## config.mk

```make
export PLATFORM = sky130hd
export DESIGN_NAME = t1_pulse_density_monitor_enforcer
export DESIGN_NICKNAME = d
export VERILOG_FILES = /design/src/rtl/pdm_pkg.sv /design/src/rtl/density_if.sv /design/src/rtl/density_window.sv /design/src/rtl/t1_pulse_density_monitor_enforcer.sv
export SDC_FILE = /design/constraint.sdc
export NUM_CORES = 1
export LEC_CHECK = 0
export BUFFER_PORTS_ARGS = -buffer_cell sky130_fd_sc_hd__buf_4
export CAP_MARGIN = 0
export CORE_MARGIN = 4
export CORE_UTILIZATION = 55
export CTS_BUF_LIST = sky130_fd_sc_hd__clkbuf_4 sky130_fd_sc_hd__clkbuf_8
export CTS_CLUSTER_SIZE = 10
export DETAILED_ROUTE_END_ITERATION = 7
export PLACE_DENSITY = 0.71
export SYNTH_ARGS = -nofsm -noshare
export SYNTH_HDL_FRONTEND = slang
export SYNTH_SLANG_ARGS = --single-unit
```

## constraint.sdc

```tcl
create_clock -name core_clk -period 4.25 [get_ports core_clk]
set_input_delay 0 -clock core_clk [delete_from_list [all_inputs] [get_ports core_clk]]
set_output_delay 0 -clock core_clk [all_outputs]
set_load 0.005 [all_outputs]
```

## src/rtl/pdm_pkg.sv

```systemverilog
// package: offsets, field positions and reset values for the t1 pulse
// density monitor/enforcer; assumes 32-bit avalon-mm data, byte addressing
package pdm_pkg;

    // ------------------------------------------------------------------
    // register indices; byte address is four times the index
    // ------------------------------------------------------------------
    localparam logic [9:0] GLOBAL_CFG_IDX = 10'h040;
    localparam logic [9:0] RX_DENSITY_IDX = 10'h043;
    localparam logic [9:0] TX_ENFORCE_IDX = 10'h045;

    // ------------------------------------------------------------------
    // field positions
    // ------------------------------------------------------------------
    localparam int E1_MODE_BIT      = 0;
    localparam int DENS_IRQ_EN_BIT  = 0;
    localparam int ZRUN_IRQ_EN_BIT  = 1;
    localparam int DENS_CHG_STS_BIT = 2;
    localparam int ZRUN_STS_BIT     = 3;
    localparam int LIVE_BIT         = 4;
    localparam int STUFF_STS_BIT    = 5;
    localparam int STUFF_EN_BIT     = 6;
    localparam int STUFF_IRQ_EN_BIT = 7;

    // ------------------------------------------------------------------
    // reset values and density criterion
    // ------------------------------------------------------------------
    localparam logic [7:0] CTRL_RESET     = 8'h00;
    localparam logic       E1_MODE_RESET  = 1'b0;
    localparam int         DENS_WINDOW    = 192;
    localparam int         DENS_MIN_ONES  = 24;
    localparam int         ZERO_RUN_LEN   = 16;

endpackage

```

## src/rtl/density_if.sv

```systemverilog
// interface: bit stream into a density checker and its verdicts back out;
// assumes one bit per clock at most, marked by bit_valid
`timescale 1ns/1ps
`default_nettype none

interface density_if;
    logic bit_valid;
    logic bit_in;
    logic violation;
    logic change;
    logic zero_run;
    logic would_violate_zero;

    modport checker_side (
        input  bit_valid,
        input  bit_in,
        output violation,
        output change,
        output zero_run,
        output would_violate_zero
    );
    modport user_side (
        output bit_valid,
        output bit_in,
        input  violation,
        input  change,
        input  zero_run,
        input  would_violate_zero
    );
endinterface

`default_nettype wire

```

## src/rtl/density_window.sv

```systemverilog
// density checker over a sliding window of recent line bits;
// assumes bits arrive on core_clk with a valid strobe, in line order
`timescale 1ns/1ps
`default_nettype none

module density_window #(
    parameter int WINDOW   = pdm_pkg::DENS_WINDOW,
    parameter int MIN_ONES = pdm_pkg::DENS_MIN_ONES,
    parameter int ZRUN     = pdm_pkg::ZERO_RUN_LEN
) (
    // clock, reset, enable
    input  wire logic               core_clk,
    input  wire logic               rstn,
    input  wire logic               ce,
    input  wire logic               clear,
    // stream and verdicts
    density_if.checker_side         dif
);
    localparam int CW = $clog2(WINDOW + 1);
    localparam int ZW = $clog2(ZRUN + 1);
    localparam logic [CW-1:0] MIN_C  = CW'(MIN_ONES);
    localparam logic [ZW-1:0] ZRUN_C = ZW'(ZRUN);

    logic [WINDOW-1:0] hist_reg;
    logic [CW-1:0]     ones_reg;
    logic [ZW-1:0]     zrun_reg;
    logic              viol_reg;
    logic              chg_reg;
    logic              z16_reg;
    logic [CW-1:0]     ones_next;
    logic [ZW-1:0]     zrun_next;
    logic              viol_next;

    // --------------------------------------------------------------
    // next window state for the incoming bit
    // --------------------------------------------------------------
    // history starts all ones so a fresh line is not flagged at once
    always_comb begin
        ones_next = ones_reg + CW'(dif.bit_in)
                  - CW'(hist_reg[WINDOW-1]);
        zrun_next = dif.bit_in ? '0
                  : (zrun_reg == ZRUN_C ? zrun_reg : zrun_reg + 1'b1);
        viol_next = (ones_next < MIN_C) || (zrun_next == ZRUN_C); // see RULE15
    end

    assign dif.would_violate_zero =
        (ones_reg - CW'(hist_reg[WINDOW-1]) < MIN_C) ||
        (zrun_reg >= ZRUN_C - 1'b1);
    assign dif.violation = viol_reg;
    assign dif.change    = chg_reg;
    assign dif.zero_run  = z16_reg;

    // --------------------------------------------------------------
    // window, counters and verdicts
    // --------------------------------------------------------------
    always_ff @(posedge core_clk or negedge rstn) begin
        if (!rstn) begin
            hist_reg <= '1;
            ones_reg <= CW'(WINDOW);
            zrun_reg <= '0;
            viol_reg <= 1'b0;
            chg_reg  <= 1'b0;
            z16_reg  <= 1'b0;
        end else if (ce) begin
            if (clear) begin
                hist_reg <= '1;
                ones_reg <= CW'(WINDOW);
                zrun_reg <= '0;
                viol_reg <= 1'b0;
                chg_reg  <= 1'b0;
                z16_reg  <= 1'b0;
            end else begin
                chg_reg <= dif.bit_valid && (viol_next != viol_reg);
                z16_reg <= dif.bit_valid && (zrun_next == ZRUN_C)
                         && (zrun_reg == ZRUN_C - 1'b1);
                if (dif.bit_valid) begin
                    hist_reg <= {hist_reg[WINDOW-2:0], dif.bit_in};
                    ones_reg <= ones_next;
                    zrun_reg <= zrun_next;
                    viol_reg <= viol_next;
                end
            end
        end
    end
endmodule

`default_nettype wire

```

## src/rtl/t1_pulse_density_monitor_enforcer.sv

```systemverilog
// top: receive density detector, transmit density enforcer, registers on
// avalon-mm; assumes line bit streams come from logic on core_clk
`timescale 1ns/1ps
`default_nettype none

// Function
// RULE1: e1 mode holds both registers in reset
// RULE2: live indicator follows current violation state
// RULE3: change status sets on edges, read clears
// RULE4: zero-run status sets on sixteen zeros
// RULE5: statuses latch regardless of enables
// RULE6: zero-run enable gates interrupt output
// RULE7: density enable interrupts on start, end
// RULE8: stuff enable makes stuffs interrupt
// RULE9: stuffing enabled forces ones preventing violations
// RULE10: stuffing off passes data, reports changes
// RULE11: stuff status sets, read clears it
// RULE12: stuffing on forces tx statuses zero
// RULE13: tx density interrupt only without stuff enable
// RULE14: interrupt output active low until read
// RULE15: ones density over sliding window, per bit
module t1_pulse_density_monitor_enforcer (
    // clock, reset, enable
    input  wire logic        core_clk,
    input  wire logic        rstn,
    input  wire logic        ce,
    // avalon-mm slave
    input  wire logic [11:0] avs_address,
    input  wire logic        avs_read,
    input  wire logic        avs_write,
    input  wire logic [31:0] avs_writedata,
    input  wire logic [3:0]  avs_byteenable,
    output var  logic [31:0] avs_readdata,
    output logic             avs_waitrequest,
    // receive line stream
    input  wire logic        rx_bit_valid,
    input  wire logic        rx_bit,
    // transmit pcm stream
    input  wire logic        tx_in_valid,
    input  wire logic        tx_in_bit,
    output var  logic        tx_out_valid,
    output var  logic        tx_out_bit,
    // interrupt
    output var  logic        irq_out_n
);
    // --------------------------------------------------------------
    // registers
    // --------------------------------------------------------------
    logic        e1_mode_reg;
    logic        ack_reg;
    logic        rx_den_ie_reg;
    logic        rx_zr_ie_reg;
    logic        rx_chg_sts_reg;
    logic        rx_zr_sts_reg;
    logic        tx_den_ie_reg;
    logic        tx_zr_ie_reg;
    logic        tx_chg_sts_reg;
    logic        tx_zr_sts_reg;
    logic        tx_stuff_sts_reg;
    logic        stuff_en_reg;
    logic        stuff_ie_reg;
    logic        irq_next;
    logic        accept;
    logic        wr_acc;
    logic        rd_acc;
    logic        stuff_now;
    logic [9:0]  idx;
    logic [7:0]  rx_view;
    logic [7:0]  tx_view;

    density_if rx_dif ();
    density_if tx_dif ();

    function automatic logic hit(input logic [9:0] a, input logic [9:0] i);
        hit = (a == i);
    endfunction

    // --------------------------------------------------------------
    // bus handshake
    // --------------------------------------------------------------
    // one wait cycle per access: readdata is captured in it, so the
    // accepting edge never sees a half-decoded value
    assign idx             = avs_address[11:2];
    assign avs_waitrequest = (avs_read || avs_write) && !ack_reg;
    assign accept          = (avs_read || avs_write) && ack_reg && ce;
    assign wr_acc          = accept && avs_write && avs_byteenable[0];
    assign rd_acc          = accept && avs_read;

    always_ff @(posedge core_clk or negedge rstn) begin
        if (!rstn) begin
            ack_reg <= 1'b0;
        end else if (ce) begin
            ack_reg <= (avs_read || avs_write) && !ack_reg;
        end
    end

    // --------------------------------------------------------------
    // checkers
    // --------------------------------------------------------------
    assign rx_dif.bit_valid = rx_bit_valid;
    assign rx_dif.bit_in    = rx_bit;
    // zero replaced by one only when it would break density
    assign stuff_now = stuff_en_reg && tx_in_valid && !tx_in_bit
                     && tx_dif.would_violate_zero && !e1_mode_reg; // see RULE9
    assign tx_dif.bit_valid = tx_in_valid;
    assign tx_dif.bit_in    = tx_in_bit || stuff_now;

    density_window u_rx_check (
        .core_clk (core_clk),
        .rstn     (rstn),
        .ce       (ce),
        .clear    (e1_mode_reg),
        .dif      (rx_dif)
    );

    density_window u_tx_check (
        .core_clk (core_clk),
        .rstn     (rstn),
        .ce       (ce),
        .clear    (e1_mode_reg),
        .dif      (tx_dif)
    );

    // --------------------------------------------------------------
    // global configuration
    // --------------------------------------------------------------
    always_ff @(posedge core_clk or negedge rstn) begin
        if (!rstn) begin
            e1_mode_reg <= pdm_pkg::E1_MODE_RESET;
        end else if (ce && wr_acc && hit(idx, pdm_pkg::GLOBAL_CFG_IDX)) begin
            e1_mode_reg <= avs_writedata[pdm_pkg::E1_MODE_BIT];
        end
    end

    // --------------------------------------------------------------
    // receive detector register
    // --------------------------------------------------------------
    always_ff @(posedge core_clk or negedge rstn) begin
        if (!rstn) begin
            rx_den_ie_reg  <= pdm_pkg::CTRL_RESET[0];
            rx_zr_ie_reg   <= pdm_pkg::CTRL_RESET[1];
            rx_chg_sts_reg <= 1'b0;
            rx_zr_sts_reg  <= 1'b0;
        end else if (ce) begin
            if (e1_mode_reg) begin // see RULE1
                rx_den_ie_reg  <= 1'b0;
                rx_zr_ie_reg   <= 1'b0;
                rx_chg_sts_reg <= 1'b0;
                rx_zr_sts_reg  <= 1'b0;
            end else begin
                if (wr_acc && hit(idx, pdm_pkg::RX_DENSITY_IDX)) begin
                    rx_den_ie_reg <= avs_writedata[pdm_pkg::DENS_IRQ_EN_BIT];
                    rx_zr_ie_reg  <= avs_writedata[pdm_pkg::ZRUN_IRQ_EN_BIT];
                end
                // set wins over the read clear; no enable gating
                rx_chg_sts_reg <= rx_dif.change || (rx_chg_sts_reg &&
                    !(rd_acc && hit(idx, pdm_pkg::RX_DENSITY_IDX))); // see RULE3 RULE5
                rx_zr_sts_reg <= rx_dif.zero_run || (rx_zr_sts_reg &&
                    !(rd_acc && hit(idx, pdm_pkg::RX_DENSITY_IDX))); // see RULE4 RULE5
            end
        end
    end

    // --------------------------------------------------------------
    // transmit enforcer register
    // --------------------------------------------------------------
    always_ff @(posedge core_clk or negedge rstn) begin
        if (!rstn) begin
            tx_den_ie_reg    <= 1'b0;
            tx_zr_ie_reg     <= 1'b0;
            stuff_en_reg     <= 1'b0;
            stuff_ie_reg     <= 1'b0;
            tx_chg_sts_reg   <= 1'b0;
            tx_zr_sts_reg    <= 1'b0;
            tx_stuff_sts_reg <= 1'b0;
        end else if (ce) begin
            if (e1_mode_reg) begin // see RULE1
                tx_den_ie_reg    <= 1'b0;
                tx_zr_ie_reg     <= 1'b0;
                stuff_en_reg     <= 1'b0;
                stuff_ie_reg     <= 1'b0;
                tx_chg_sts_reg   <= 1'b0;
                tx_zr_sts_reg    <= 1'b0;
                tx_stuff_sts_reg <= 1'b0;
            end else begin
                if (wr_acc && hit(idx, pdm_pkg::TX_ENFORCE_IDX)) begin
                    tx_den_ie_reg <= avs_writedata[pdm_pkg::DENS_IRQ_EN_BIT];
                    tx_zr_ie_reg  <= avs_writedata[pdm_pkg::ZRUN_IRQ_EN_BIT];
                    stuff_en_reg  <= avs_writedata[pdm_pkg::STUFF_EN_BIT];
                    stuff_ie_reg  <= avs_writedata[pdm_pkg::STUFF_IRQ_EN_BIT];
                end
                if (stuff_en_reg) begin // see RULE12
                    tx_chg_sts_reg <= 1'b0;
                    tx_zr_sts_reg  <= 1'b0;
                end else begin
                    tx_chg_sts_reg <= tx_dif.change || (tx_chg_sts_reg &&
                        !(rd_acc && hit(idx, pdm_pkg::TX_ENFORCE_IDX))); // see RULE10
                    tx_zr_sts_reg <= tx_dif.zero_run || (tx_zr_sts_reg &&
                        !(rd_acc && hit(idx, pdm_pkg::TX_ENFORCE_IDX))); // see RULE5
                end
                tx_stuff_sts_reg <= stuff_now || (tx_stuff_sts_reg &&
                    !(rd_acc && hit(idx, pdm_pkg::TX_ENFORCE_IDX))); // see RULE11
            end
        end
    end

    // --------------------------------------------------------------
    // read views and read data
    // --------------------------------------------------------------
    always_comb begin
        rx_view = 8'h00;
        rx_view[pdm_pkg::DENS_IRQ_EN_BIT]  = rx_den_ie_reg;
        rx_view[pdm_pkg::ZRUN_IRQ_EN_BIT]  = rx_zr_ie_reg;
        rx_view[pdm_pkg::DENS_CHG_STS_BIT] = rx_chg_sts_reg;
        rx_view[pdm_pkg::ZRUN_STS_BIT]     = rx_zr_sts_reg;
        rx_view[pdm_pkg::LIVE_BIT]         = rx_dif.violation; // see RULE2
        tx_view = 8'h00;
        tx_view[pdm_pkg::DENS_IRQ_EN_BIT]  = tx_den_ie_reg;
        tx_view[pdm_pkg::ZRUN_IRQ_EN_BIT]  = tx_zr_ie_reg;
        tx_view[pdm_pkg::DENS_CHG_STS_BIT] = tx_chg_sts_reg;
        tx_view[pdm_pkg::ZRUN_STS_BIT]     = tx_zr_sts_reg;
        tx_view[pdm_pkg::LIVE_BIT] = tx_dif.violation && !stuff_en_reg; // see RULE12
        tx_view[pdm_pkg::STUFF_STS_BIT]    = tx_stuff_sts_reg;
        tx_view[pdm_pkg::STUFF_EN_BIT]     = stuff_en_reg;
        tx_view[pdm_pkg::STUFF_IRQ_EN_BIT] = stuff_ie_reg;
    end

    always_ff @(posedge core_clk or negedge rstn) begin
        if (!rstn) begin
            avs_readdata <= 32'h0000_0000;
        end else if (ce && avs_read && !ack_reg) begin
            case (1'b1)
                hit(idx, pdm_pkg::GLOBAL_CFG_IDX):
                    avs_readdata <= {31'h0000_0000, e1_mode_reg};
                hit(idx, pdm_pkg::RX_DENSITY_IDX):
                    avs_readdata <= {24'h00_0000, rx_view};
                hit(idx, pdm_pkg::TX_ENFORCE_IDX):
                    avs_readdata <= {24'h00_0000, tx_view};
                default:
                    avs_readdata <= 32'h0000_0000;
            endcase
        end
    end

    // --------------------------------------------------------------
    // transmit output and interrupt
    // --------------------------------------------------------------
    always_ff @(posedge core_clk or negedge rstn) begin
        if (!rstn) begin
            tx_out_valid <= 1'b0;
            tx_out_bit   <= 1'b0;
        end else if (ce) begin
            tx_out_valid <= tx_in_valid;
            tx_out_bit   <= tx_in_bit || stuff_now; // see RULE9 RULE10
        end
    end

    assign irq_next = (rx_zr_sts_reg && rx_zr_ie_reg)            // see RULE6
                   || (rx_chg_sts_reg && rx_den_ie_reg)          // see RULE7
                   || (tx_zr_sts_reg && tx_zr_ie_reg)
                   || (tx_chg_sts_reg && tx_den_ie_reg && !stuff_ie_reg) // see RULE13
                   || (tx_stuff_sts_reg && stuff_ie_reg);        // see RULE8

    always_ff @(posedge core_clk or negedge rstn) begin
        if (!rstn) begin
            irq_out_n <= 1'b1;
        end else if (ce) begin
            irq_out_n <= !irq_next; // see RULE14
        end
    end
endmodule

`default_nettype wire

```

# Yosys cells after proc, flatten, opt, wreduce, memory -nomap -nowiden
# Index checks and enable logic that the tools add are counted.
# word_totals
in_bits,57
out_inout_bits,36
regBits,464
word_cells,163
# op_classes
magnitude_cmp,4
muxes,46
n_eq_ne,11
n_addsub,7
reduce_logical,66
# ops
op,n
$mux 192,4
$mux 8,7
$mux 5,8
$logic_and 1x1->1,36
$eq 10x7->1 const B,3
$mux 1,27
$lt 8x5->1 const B,3
$sub 8x1->8,3
$eq 5x5->1 const B,4
$add 8x1->8,2
$logic_or 1x1->1,14
$add 5x1->5 const B,2
$eq 5x4->1 const B,2
$logic_not 1->1,8
$reduce_and 2->1,4
$reduce_bool 2->1,4
$ge 5x4->1 const B,1
$ne 1x1->1,2

# Longest topological paths before layout
# Gate-level depths: netlist of run 1.
# logic_depth
depth_word,13
ltp_mapped,16
depth_no_buf,16

# Cells and area by module
# From an unflattened synthesis of run 1, not the netlist that was laid out.
# hier_totals
cells_unflattened,1310
area_unflattened_um2,17908.4
# by_module_without_submodules
mod,cells_per_inst,area_each_um2,seq_area_each_um2,n_inst
density_window at u_rx_check,594,8298.0,5447.7,1
density_window at u_tx_check,582,8211.6,5447.7,1
t1_pulse_density_monitor_enforcer,134,1398.8,601.8,1

# Least setup slack after synthesis of run 1
# Ideal clock, no wire load.
# synth_path
kind,register to register
startpoint,reg u_tx_check.zrun_reg[0]
endpoint,"reg u_tx_check.chg_reg, in the netlist u_tx_check.dif.change"
setup_ns,0.069
required_ns,4.181
t_arrival_ns,3.596
stages_incl_launch_ff,17
period_less_slack_ns,3.665
n_path_buf,0
setup_slack_ns,0.585
cell_sequence,dfrtp_1 > ha_1 > and3_1 > ha_1 > inv_1 > nand3_1 > a41o_1 > a31o_2 > ha_1 > fa_1 > nand2b_1 > a211oi_1 > o21bai_1 > a21oi_1 > or4b_1 > o41a_1 > nand3_1
# synth_via
elab_chain_len,12
elab_cells_between_ends,17
# synth_rtl
item,line_no,rtl
start: declaration,density_window.sv:26,logic [ZW-1:0] zrun_reg;
start signal: assignment,density_window.sv:79,zrun_reg <= zrun_next;
$ge 5x4->1 *,density_window.sv:48,(zrun_reg >= ZRUN_C - 1'b1);
$logic_or 1x1->1 *,density_window.sv:47,(ones_reg - CW'(hist_reg[WINDOW-1]) < MIN_C) ||
$logic_and 1x1->1 * (2 in series),t1_pulse_density_monitor_enforcer.sv:104,&& tx_dif.would_violate_zero && !e1_mode_reg;
$logic_or 1x1->1 *,t1_pulse_density_monitor_enforcer.sv:106,assign tx_dif.bit_in = tx_in_bit || stuff_now;
named net tx_dif.bit_in,density_if.sv:8,logic bit_in;
$add 8x1->8,density_window.sv:39,ones_next = ones_reg + CW'(dif.bit_in)
$sub 8x1->8,density_window.sv:40,- CW'(hist_reg[WINDOW-1]);
$lt 8x5->1,density_window.sv:43,viol_next = (ones_next < MIN_C) || (zrun_next == ZRUN_C);
$logic_or 1x1->1 *,density_window.sv:43,
$ne 1x1->1 *,density_window.sv:73,chg_reg <= dif.bit_valid && (viol_next != viol_reg);
$logic_and 1x1->1 *,density_window.sv:73,
$mux 1 *,density_window.sv:65,if (clear) begin
end signal: assignment,density_window.sv:73,
end: declaration,density_window.sv:28,logic chg_reg;
# The timed path passes the listed nets; every way through them passes the cells marked *.
# A chain may end at the register's enable or synchronous reset.

# Final worst setup path of run 1
# layout_path
startpoint,reg u_tx_check.ones_reg[1]
endpoint,"reg u_tx_check.chg_reg, in the netlist u_tx_check.dif.change"
# layout_via
elab_chain_len,13
elab_cells_between_ends,15
# layout_rtl
item,line_no,rtl
start: declaration,density_window.sv:25,logic [CW-1:0] ones_reg;
start signal: assignment,density_window.sv:59,ones_reg <= CW'(WINDOW);
start signal: assignment,density_window.sv:67,ones_reg <= CW'(WINDOW);
start signal: assignment,density_window.sv:78,ones_reg <= ones_next;
$sub 8x1->8 *,density_window.sv:47,
$lt 8x5->1 *,density_window.sv:47,
$logic_or 1x1->1 *,density_window.sv:47,
$logic_and 1x1->1 * (2 in series),t1_pulse_density_monitor_enforcer.sv:104,
$logic_or 1x1->1 *,t1_pulse_density_monitor_enforcer.sv:106,
named net tx_dif.bit_in,density_if.sv:8,
$add 8x1->8,density_window.sv:39,
$sub 8x1->8,density_window.sv:40,
$lt 8x5->1,density_window.sv:43,
$logic_or 1x1->1 *,density_window.sv:43,
$ne 1x1->1 *,density_window.sv:73,
$logic_and 1x1->1 *,density_window.sv:73,
$mux 1 *,density_window.sv:65,
# Marked as above.

==> parameters.txt, run 1 <==
Parameter                              Value

Status
  Result of the run ... completed

Critical path
  WS Path Type ... reg -> reg
  Reg2reg setup slack ... 270 ps
  CP Launch Type ... register
  Data arrival time at the worst-slack endpoint ... 4490 ps
  Number of cells on the critical path ... 16
  Family with the most delay on the worst path ... compound AO/OA/AOI/OAI gates
  Number of cells traversed by the worst register-to-register path ... 16
  Max incr delay on CP ... 590 ps
  Required time reported for the critical path endpoint ... 4760 ps
  Destination of the worst register-to-register timing path ... u_tx_check.dif.change
  Critical-path cell with the highest stage delay ... or4b_1
  Cell-by-cell listing of the critical path ... inv_1, ha_1, nand2b_1, nand4_1, xor2_1, a41o_1, a31o_2, ha_1, fa_1, nand2b_1, a211oi_1, o21bai_1, a21oi_1, or4b_1, o41a_1, nand3_1
  Bufs and invs on worst path ... 1
  Launching point of the worst reg2reg path ... u_tx_check.ones_reg[1]
  Critical path peak fanout ... 6
  CP endpoint kind ... register
  CP endpoint ... u_tx_check.dif.change
  Timing startpoint of the critical path ... u_tx_check.ones_reg[1]

Final layout
  Post-synthesis to final-layout area growth ... 13.5%
  Filler cells ... 2401
  Antenna fix cells ... 0
  Number of nets in the finished design ... 1414
  Share of final-layout standard cells stronger than drive strength 1 ... 42.6%
  Multi-input combinational cell area ... 5500 µm²
  Area of all placed cells without fillers ... 20000 µm²
  Sequential cell area ... 11500 µm²

Synthesis
  Average size of a mapped cell ... 13.8 µm²
  Most used flip-flop cell after synthesis ... dfstp_2
  Most numerous cell in the Yosys netlist ... dfstp_2
  Cell types with the highest counts after synthesis ... 389 x dfstp_2, 384 x o22a_1, 78 x clkbuf_1
  Synth async-reset ratio ... 100%
  Area share of the leading cell type in the synthesized netlist ... 58.1%
  Count of warnings emitted by yosys ... 0
  Leading area contributor after synthesis ... dfstp_2
  Post-synthesis cell type count ... 68
  Number of flip-flops and latches in the synthesized netlist ... 440
  Gate count of the mapped netlist ... 1272
  Post-synth EDFFs ... 0
  Synthesized area ... 17600 µm²
  Register area share after synthesis ... 65.4%
  Ranking of synthesized cells by area ... dfstp_2 58%, o22a_1 19%, dfrtp_1 7.3%

Global route
  Total global routing track utilization ... 16.4%
  Vias in the first global route ... 10.6k
  Maximum number of pins on one net before global-route repair ... 137
  Initial antenna violation count ... 0
  Global-route wire length before repair ... 49.9 mm
  Overflow left after global routing ... 0

Clock network
  Insertion delay of the later-clocked pin in the worst-skew pair ... 580 ps
  Clock tree from TritonCTS ... done
  Bufs on Longest Clock Path ... 3
  Number of buffers created by CTS ... 73
  H-tree depth ... 3
  Post-CTS Repair Setup Buffers ... 0
  Cell at the root of the clock tree ... clkbuf_8
  Total clock sinks ... 440
  Post-CTS clock slew at the launch and capture registers of the worst setup and hold paths ... 60 ps

STA
  Fmax ... 0.251 GHz
  Final Slew Violations ... 0
  Total negative slack for setup checks ... 0 ps
  Slack of the critical path ... 269 ps
  Unrepaired setup endpoints after global routing ... no
  Final setup violation count ... 0
  Maximum clock skew at final layout ... 17.1 ps
  Minimum period implied by the final worst setup slack ... 3980 ps
  Worst-margin pin slew ... 1150 ps
  Worst slew margin ... 23.4%
  Endpoints failing hold ... 0
  Tcrit/Tclk final ... 93.7%

Place
  Gpl congestion ... 0.831
  Placed wire-length estimate ... 15.7 mm
  Standard cell area after detailed placement ... 18100 µm²
  IO Port Bufs ... 35
  Post-placement worst setup slack ... 264 ps

Floorplanning
  Initial standard-cell utilization of the core ... 55.7%
  Chip Height ... 187 µm
  Horizontal die dimension ... 187 µm
  Num ports ... 93
  FP Rows ... 65
  Core area ... 31600 µm²
  Die Area ... 34900 µm²

Pwr
  Cell leakage power ... 7.76 nW
  Maximum vdd ir drop ... 383 µV
  Power density of the placed cells ... 637 nW/µm²
  Total power ... 0.0127 W

Worst hold path
  Hold crit path type ... in -> reg

Detailed routing
  Detail-routed net length per standard cell ... 15.9 µm
  Number of DRC markers after the initial detailed-route iteration ... 664
  Vias per std cell ... 5.81
  Count of TritonRoute iterations in the first routing pass ... 5
  Post-detailed-routing wire length ... 28.4 mm
  DR DRC count ... 0
  Number of routed nets with antenna violations ... 0
  Via count ... 10.4k

Job
  Max Cap Violations ... 0
==> placed cells by master (no fill, tap or decap), types with 4 or more instances in the layout <==
master / n
mux2_2: 4
nor3_1: 6
xor2_1: 9
buf_12: 4
o22a_1: 384
and3_1: 4
o21ai_0: 34
a22oi_1: 6
clkinv_2: 8
nand4_1: 6
o22ai_1: 14
inv_1: 40
nand3_1: 11
clkbuf_8: 91
nor2_1: 20
dfstp_2: 389
nand2_1: 40
buf_4: 45
nand2b_1: 8
clkbuf_4: 26
conb_1: 24
dlygate4sd3_1: 25
a21oi_1: 14
dfrtp_1: 50
xnor2_1: 11
mux2i_1: 6
nand3b_1: 4
ha_1: 30
==> stage by stage <==
step	util (%)	cells	hold slack (ps)
2_1_floorplan	-	1295	-296
3_3_place_gp	57.3	1627	277
3_5_place_dp	57.3	1627	282
4_1_cts	63.3	1786	50.5
5_1_grt	63.3	1786	141
6_report	63.3	1786	106
==> cell families (layout without fill, tap and decap cells) <==
| logic type | after synthesis | in the layout | share of synthesized area [%] |
|---|---|---|---|
| adders and majority gates | 32 | 32 | 2.36 |
| AOI/OAI and AO/OA | 485 | 485 | 22.9 |
| buffers and inverters | 160 | 249 | 3.98 |
| xor gates and xnor gates | 21 | 21 | 1.12 |
| other | 1 | 24 | 0.0213 |
| DFF | 440 | 440 | 65.4 |
| and+or+nand+nor | 123 | 123 | 3.65 |
| muxes | 10 | 10 | 0.598 |
==> routing by layer <==
| metal | track usage, % | share of wire (%) | routed length (µm) | vias to the layer above |
|---|---|---|---|---|
| met1 | 23.0 | 47 | 13400 | 5284 |
| met4 | 6.09 | 2.5 | 713 | 0 |
| met5 | 0 | 0 | 0 | - |
| met3 | 3.16 | 3.3 | 931 | 63 |
| li1 | - | - | - | 4876 |
| met2 | 25.6 | 47 | 13300 | 152 |
==> final cells by class <==
class / count / area share (%)
Sequential cell: 440 / 57.6
Multi-Input combinational cell: 695 / 27.5
Clock buffer: 117 / 7.25
Timing Repair Buffer: 75 / 3.42
Tap cell: 402 / 2.52
Clock inverter: 17 / 0.909
Inverter: 40 / 0.752
==> worst min-delay path, stage by stage <==
cell and delay (ps):
buf_4 70, nor3_1 50, nand2_1 140, nor4bb_1 130, a22oi_1 160, o21ai_0 90
==> power by group <==
group / leakage [nW] / internal [W] / switching, W
clock network: 0.863 / 0.00236 / 0.00162
logic: 2.16 / 0.00133 / 0.00118
registers: 4.74 / 0.00569 / 0.000534
==> worst min-delay path by stage <==
| stage | start | to | slack, ps | cells after the start |
|---|---|---|---|---|
| after global routing | avs_address[6] | avs_readdata[3] | 140 | 6 |
| final | avs_address[7] | avs_readdata[3] | 110 | 6 |
| after detailed placement | avs_writedata[0] | e1_mode_reg | 280 | 2 |
| after CTS | avs_address[6] | avs_readdata[3] | 50 | 6 |
| after floorplan | rstn | ack_reg | -300 | 0 |
| after global placement | avs_writedata[0] | e1_mode_reg | 280 | 2 |
==> timing repair <==
| action | CTS | global route |
|---|---|---|
| setup endpoints to repair | 0 | 1 |
| hold buffers | 25 | 0 |
| endpoints found under the hold margin | 58 | 0 |
| resized for setup | 0 | 1 |
Note: power is estimated with default switching activity, not from simulation.
==> run 2: changes to the inputs <==
==> constraint.sdc (replaced) <==
create_clock -name core_clk -period 5.1 [get_ports core_clk]
set_input_delay 0 -clock core_clk [delete_from_list [all_inputs] [get_ports core_clk]]
set_output_delay 0 -clock core_clk [all_outputs]
set_load 0.005 [all_outputs]
==> parameters.txt, run 2 (same netlist as run 1, synthesis figures left out) <==
Parameter                              Value

Place
  Cell count after placement ... 1620
  Post-placement worst setup slack ... 1060 ps
  IO Port Bufs ... 35
  Placed wire-length estimate ... 15.0 mm
  Gpl congestion ... 0.780

STA
  Slack of the critical path ... 1070 ps
  Final setup violation count ... 0
  Maximum clock skew at final layout ... 29.2 ps
  Fmax ... 0.248 GHz
  Worst slew margin ... 25.6%
  Total negative slack for setup checks ... 0 ps
  Unrepaired setup endpoints after global routing ... no
  Worst-margin pin slew ... 1120 ps
  Endpoints failing hold ... 0
  Smallest hold slack ... 78.3 ps
  Tcrit/Tclk final ... 79.0%
  Minimum period implied by the final worst setup slack ... 4030 ps
  Final Slew Violations ... 0

Critical path
  CP endpoint kind ... register
  WS Path Type ... reg -> reg
  Critical path peak fanout ... 6
  Required time reported for the critical path endpoint ... 5610 ps
  Number of cells traversed by the worst register-to-register path ... 16
  Data arrival time at the worst-slack endpoint ... 4540 ps
  CP Launch Type ... register

Pwr
  Maximum vdd ir drop ... 295 µV
  Cell leakage power ... 7.68 nW
  Power density of the placed cells ... 524 nW/µm²

Clock network
  Cell at the root of the clock tree ... clkbuf_8
  Insertion delay of the later-clocked pin in the worst-skew pair ... 580 ps
  Clock tree from TritonCTS ... done
  Post-CTS clock slew at the launch and capture registers of the worst setup and hold paths ... 60 ps
  Total clock sinks ... 440
  Bufs on Longest Clock Path ... 3
  H-tree depth ... 3
  Cts repair resizes ... 0
  Number of buffers created by CTS ... 72

Final layout
  Final Instance Count excl. Fillers ... 1771
  Share of final-layout standard cells stronger than drive strength 1 ... 41.8%
  Antenna fix cells ... 0
  Number of nets in the finished design ... 1407
  Commonest non-fill, non-tap cells in the layout ... 389 x dfstp_2, 384 x o22a_1, 92 x clkbuf_8, 51 x dfrtp_1
  Post-synthesis to final-layout area growth ... 12.7%
  Most common library cell in the layout ignoring fill and taps ... dfstp_2

Global route
  Maximum number of pins on one net before global-route repair ... 192
  Global-route wire length before repair ... 49.3 mm
  Vias in the first global route ... 10.5k
  Overflow left after global routing ... 0
  Total global routing track utilization ... 16.0%
  Initial antenna violation count ... 0

Job
  Max Cap Violations ... 0

Detailed routing
  DR DRC count ... 0
  Number of routed nets with antenna violations ... 0
  Vias per std cell ... 5.76
  Count of TritonRoute iterations in the first routing pass ... 4
  Detail-routed net length per standard cell ... 15.6 µm
  Number of DRC markers after the initial detailed-route iteration ... 569
  Post-detailed-routing wire length ... 27.6 mm
  Via count ... 10.2k

Floorplanning
  FP Rows ... 65
  Die Area ... 34900 µm²
  Num ports ... 93
  Core area ... 31600 µm²
  Horizontal die dimension ... 187 µm
  Initial standard-cell utilization of the core ... 55.7%
  Chip Height ... 187 µm

Worst hold path
  Hold crit path type ... in -> async

Status
  Result of the run ... completed
run 2: changes by cell type in the layout (fill, tap and decap cells not counted), moves of 2 or more:
cell / previous run / this run
buf_4: 45 / 38
clkinv_2: 8 / 3
bufinv_16: 3 / 0
clkinvlp_4: 3 / 0
clkbuf_4: 26 / 24
clkinv_8: 0 / 2
run 2: critical path, stage by stage, from the launching register on:
cell and delay (ps):
dfrtp_1 390, inv_1 190, ha_1 230, nand2b_1 160
nand4_1 130, xor2_1 160, a41o_1 300, a31o_2 260
ha_1 240, fa_1 460, nand2b_1 120, a211oi_1 70
o21bai_1 160, a21oi_1 110, or4b_1 570, o41a_1 330
nand3_1 80
run 2: final cells by class:
| cell class | instances | area (µm²) |
|---|---|---|
| clock buffer | 116 | 1450 |
| clock inverter | 9 | 87.6 |
| fill | 2363 | 11700 |
| inverter | 40 | 150 |
| multi-input combinational | 695 | 5500 |
| sequential | 440 | 11500 |
| tap | 402 | 503 |
| timing repair buffer | 69 | 641 |
run 2: routing by layer:
layer,vias to the layer above,GRT usage [%],share of wire (%)
li1,4846,-,-
met1,5176,22.5,48
met2,146,25.4,47
met3,40,3.44,3.8
met4,0,4.84,1.6
met5,-,0,0
run 2: where the power goes:
part | internal [W] | switching, W
registers | 0.00474 | 0.000443
clock network | 0.00181 | 0.00131
logic | 0.00111 | 0.000979
total | 0.00765 | 0.00273
run 2: per-stage QoR:
stage	util, %	cell area (µm²)	power, W
3_5_place_dp	57.1	18000	0.00732
2_1_floorplan	-	17700	0.00682
4_1_cts	62.8	19800	0.0105
6_report	62.8	19800	0.0104
3_3_place_gp	57.1	18000	0.00720
5_1_grt	62.8	19800	0.0110
run 2: worst paths after layout:
check,startpoint,end,slack (ps)
worst max-delay path,u_tx_check.ones_reg[1],u_tx_check.dif.change,1070
worst min-delay path,rstn,u_tx_check.ones_reg[2],80
worst max register to register,u_tx_check.ones_reg[1],u_tx_check.dif.change,1070
worst min register to register,irq_out_n,irq_out_n,480
max in group asynchronous,rstn,u_rx_check.hist_reg[22],3760
min in group core_clk,avs_address[6],avs_readdata[2],120
run 2: what timing repair did:
item | in CTS | in global routing
buffers inserted | 0 | 0
hold buffers | 26 | 0
endpoints found under the hold margin | 141 | 0
endpoints found under the setup margin | 0 | 0
==> run 3: changes to the inputs <==
--- a/config.mk
+++ b/config.mk
@@ -12,7 +12,7 @@
 export CTS_BUF_LIST = sky130_fd_sc_hd__clkbuf_4 sky130_fd_sc_hd__clkbuf_8
 export CTS_CLUSTER_SIZE = 10
 export DETAILED_ROUTE_END_ITERATION = 7
-export PLACE_DENSITY = 0.71
+export PLACE_DENSITY = 0.74
 export SYNTH_ARGS = -nofsm -noshare
 export SYNTH_HDL_FRONTEND = slang
 export SYNTH_SLANG_ARGS = --single-unit
==> constraint.sdc (replaced) <==
create_clock -name core_clk -period 3.6 [get_ports core_clk]
set_input_delay 0 -clock core_clk [delete_from_list [all_inputs] [get_ports core_clk]]
set_output_delay 0 -clock core_clk [all_outputs]
set_load 0.005 [all_outputs]
==> parameters.txt, run 3 (same netlist as run 1, synthesis figures left out) <==
Parameter                              Value

Pwr
  Fraction of power consumed by the clock network ... 29.7%
  Power density of the placed cells ... 749 nW/µm²
  Proportion of power drawn by flip-flops and latches ... 48.6%
  Combinational share of power ... 21.7%
  Cell leakage power ... 7.83 nW
  Maximum vdd ir drop ... 410 µV
  Cell-internal power ... 0.0111 W
  Power spent charging and discharging nets ... 0.00400 W
  Switch share ... 26.5%

Global route
  Maximum number of pins on one net before global-route repair ... 144
  Overflow left after global routing ... 0
  Global-route wire length before repair ... 50.5 mm
  Initial antenna violation count ... 0
  Total global routing track utilization ... 16.6%
  Vias in the first global route ... 10.7k

Clock network
  Number of buffers created by CTS ... 72
  Bufs on Longest Clock Path ... 3
  Total clock sinks ... 440
  Clock tree from TritonCTS ... done
  Post-CTS clock slew at the launch and capture registers of the worst setup and hold paths ... 60 ps
  Insertion delay of the later-clocked pin in the worst-skew pair ... 580 ps
  H-tree depth ... 3
  Cell at the root of the clock tree ... clkbuf_8

Critical path
  Cell-by-cell listing of the critical path ... ha_4, nand3b_1, nand4_1, xor2_1, a41o_1, a31o_4, ha_4, fa_2, nand2b_1, a211oi_1, o21bai_1, a21oi_2, or4b_4, o41a_1, nand3_1
  Reg2reg setup slack ... 30 ps
  Required time reported for the critical path endpoint ... 4110 ps
  CP endpoint kind ... register
  Timing startpoint of the critical path ... u_tx_check.hist_reg[191]
  Critical-path cell with the highest stage delay ... dfstp_2
  Data arrival time at the worst-slack endpoint ... 4080 ps
  Max incr delay on CP ... 550 ps
  Launching point of the worst reg2reg path ... u_tx_check.hist_reg[191]
  CP endpoint ... u_tx_check.dif.change
  Number of cells on the critical path ... 15
  WS Path Type ... reg -> reg
  Number of cells traversed by the worst register-to-register path ... 15
  Destination of the worst register-to-register timing path ... u_tx_check.dif.change
  Family with the most delay on the worst path ... compound AO/OA/AOI/OAI gates
  Bufs and invs on worst path ... 0
  CP Launch Type ... register
  Most frequent CP cell ... ha_4
  Critical path peak fanout ... 4

Detailed routing
  DR DRC count ... 0
  Routed wire length on met2 ... 13.9 mm
  Number of DRC markers after the initial detailed-route iteration ... 571
  Metal-1 WL ... 13.3 mm
  Detail-routed net length per standard cell ... 16.0 µm
  Vias per std cell ... 5.78
  Count of TritonRoute iterations in the first routing pass ... 5
  Post-detailed-routing wire length ... 28.8 mm
  Wire length on met3 ... 1.12 mm
  Number of routed nets with antenna violations ... 0
  Via count ... 10.4k
  Highest metal layer used by the detailed router ... met4

Place
  Placed wire-length estimate ... 16.0 mm
  Cell count after placement ... 1644
  Gpl congestion ... 0.837
  IO Port Bufs ... 35
  Post-placement worst setup slack ... -159 ps

Final layout
  Final design utilization ... 63.8%
  Share of final-layout standard cells stronger than drive strength 1 ... 43.9%
  Final Instance Count excl. Fillers ... 1800
  Number of nets in the finished design ... 1435
  Commonest non-fill, non-tap cells in the layout ... 389 x dfstp_2, 384 x o22a_1, 89 x clkbuf_8, 62 x buf_4, 51 x dfrtp_1
  Filler cells ... 2301
  Post-synthesis to final-layout area growth ... 14.5%
  Antenna fix cells ... 0
  Most common library cell in the layout ignoring fill and taps ... dfstp_2

Floorplanning
  Core area ... 31600 µm²
  Initial standard-cell utilization of the core ... 55.7%
  Die Area ... 34900 µm²
  Horizontal die dimension ... 187 µm
  Num ports ... 93
  Chip Height ... 187 µm
  FP Rows ... 65

STA
  Final setup violation count ... 0
  Unrepaired setup endpoints after global routing ... yes
  Worst slew margin ... 41.8%
  Fmax ... 0.280 GHz
  Total negative slack for setup checks ... 0 ps
  Final Slew Violations ... 0
  Slack of the critical path ... 27.5 ps
  Maximum clock skew at final layout ... 33.0 ps
  Tcrit/Tclk final ... 99.2%
  Endpoints failing hold ... 0
  Worst-margin pin slew ... 873 ps
  Minimum period implied by the final worst setup slack ... 3570 ps

Worst hold path
  Hold crit path type ... in -> reg

Status
  Result of the run ... completed

Job
  Max Cap Violations ... 0
-- run 3: worst min path at each step --
stage	from	endpoint	slack (ps)	cells past startpoint
2_1_floorplan	rstn	ack_reg	-300	0
3_3_place_gp	rstn	u_tx_check.ones_reg[0]	160	1
3_5_place_dp	rstn	u_tx_check.ones_reg[0]	170	1
4_1_cts	avs_address[11]	avs_readdata[2]	50	6
5_1_grt	avs_address[9]	avs_readdata[2]	140	6
6_report	avs_address[9]	avs_readdata[2]	120	6
-- run 3: power groups by stage --
stage	clock network, W	logic (W)	registers (W)
5_1_grt	0.00489	0.00364	0.00747
6_report	0.00447	0.00328	0.00733
2_1_floorplan	0	0.00246	0.00722
4_1_cts	0.00465	0.00324	0.00734
3_3_place_gp	0	0.00301	0.00734
3_5_place_dp	0	0.00314	0.00740
-- run 3: worst min-delay path: cells and delay by family --
family / cells / cell delay (ps)
and+or+nand+nor: 3 / 320
AOI/OAI and AO/OA: 2 / 250
buffers and inverters: 1 / 80
-- run 3: layout make-up --
type	instances	area [µm²]	share of cell area (%)
repair buffers	97	901	4.47
inverters	40	150	0.746
well taps	402	503	2.50
multi-input cells	695	5560	27.6
clock inverters	10	100	0.497
clock buffers	116	1430	7.09
flip-flops and latches	440	11500	57.1
-- run 3: repair_timing --
item,in CTS,in global routing
hold endpoints to repair,176,0
setup buffers,2,2
resized for setup,8,5
hold buffers,26,0
pin swaps,4,3
endpoints found under the setup margin,2,2
-- run 3: metrics by stage --
stage,hold slack (ps),instance area [µm²],total power (W)
finish,118,20100,0.0151
floorplan,-296,17700,0.00967
CTS,46.4,20100,0.0152
global route,142,20100,0.0160
detailed placement,168,18300,0.0105
global placement,163,18300,0.0104
-- run 3: per-layer routing --
layer	track usage [%]	vias to the layer above
li1	-	4910
met1	22.8	5291
met2	26.2	157
met3	3.72	51
met4	5.86	0
met5	0	-
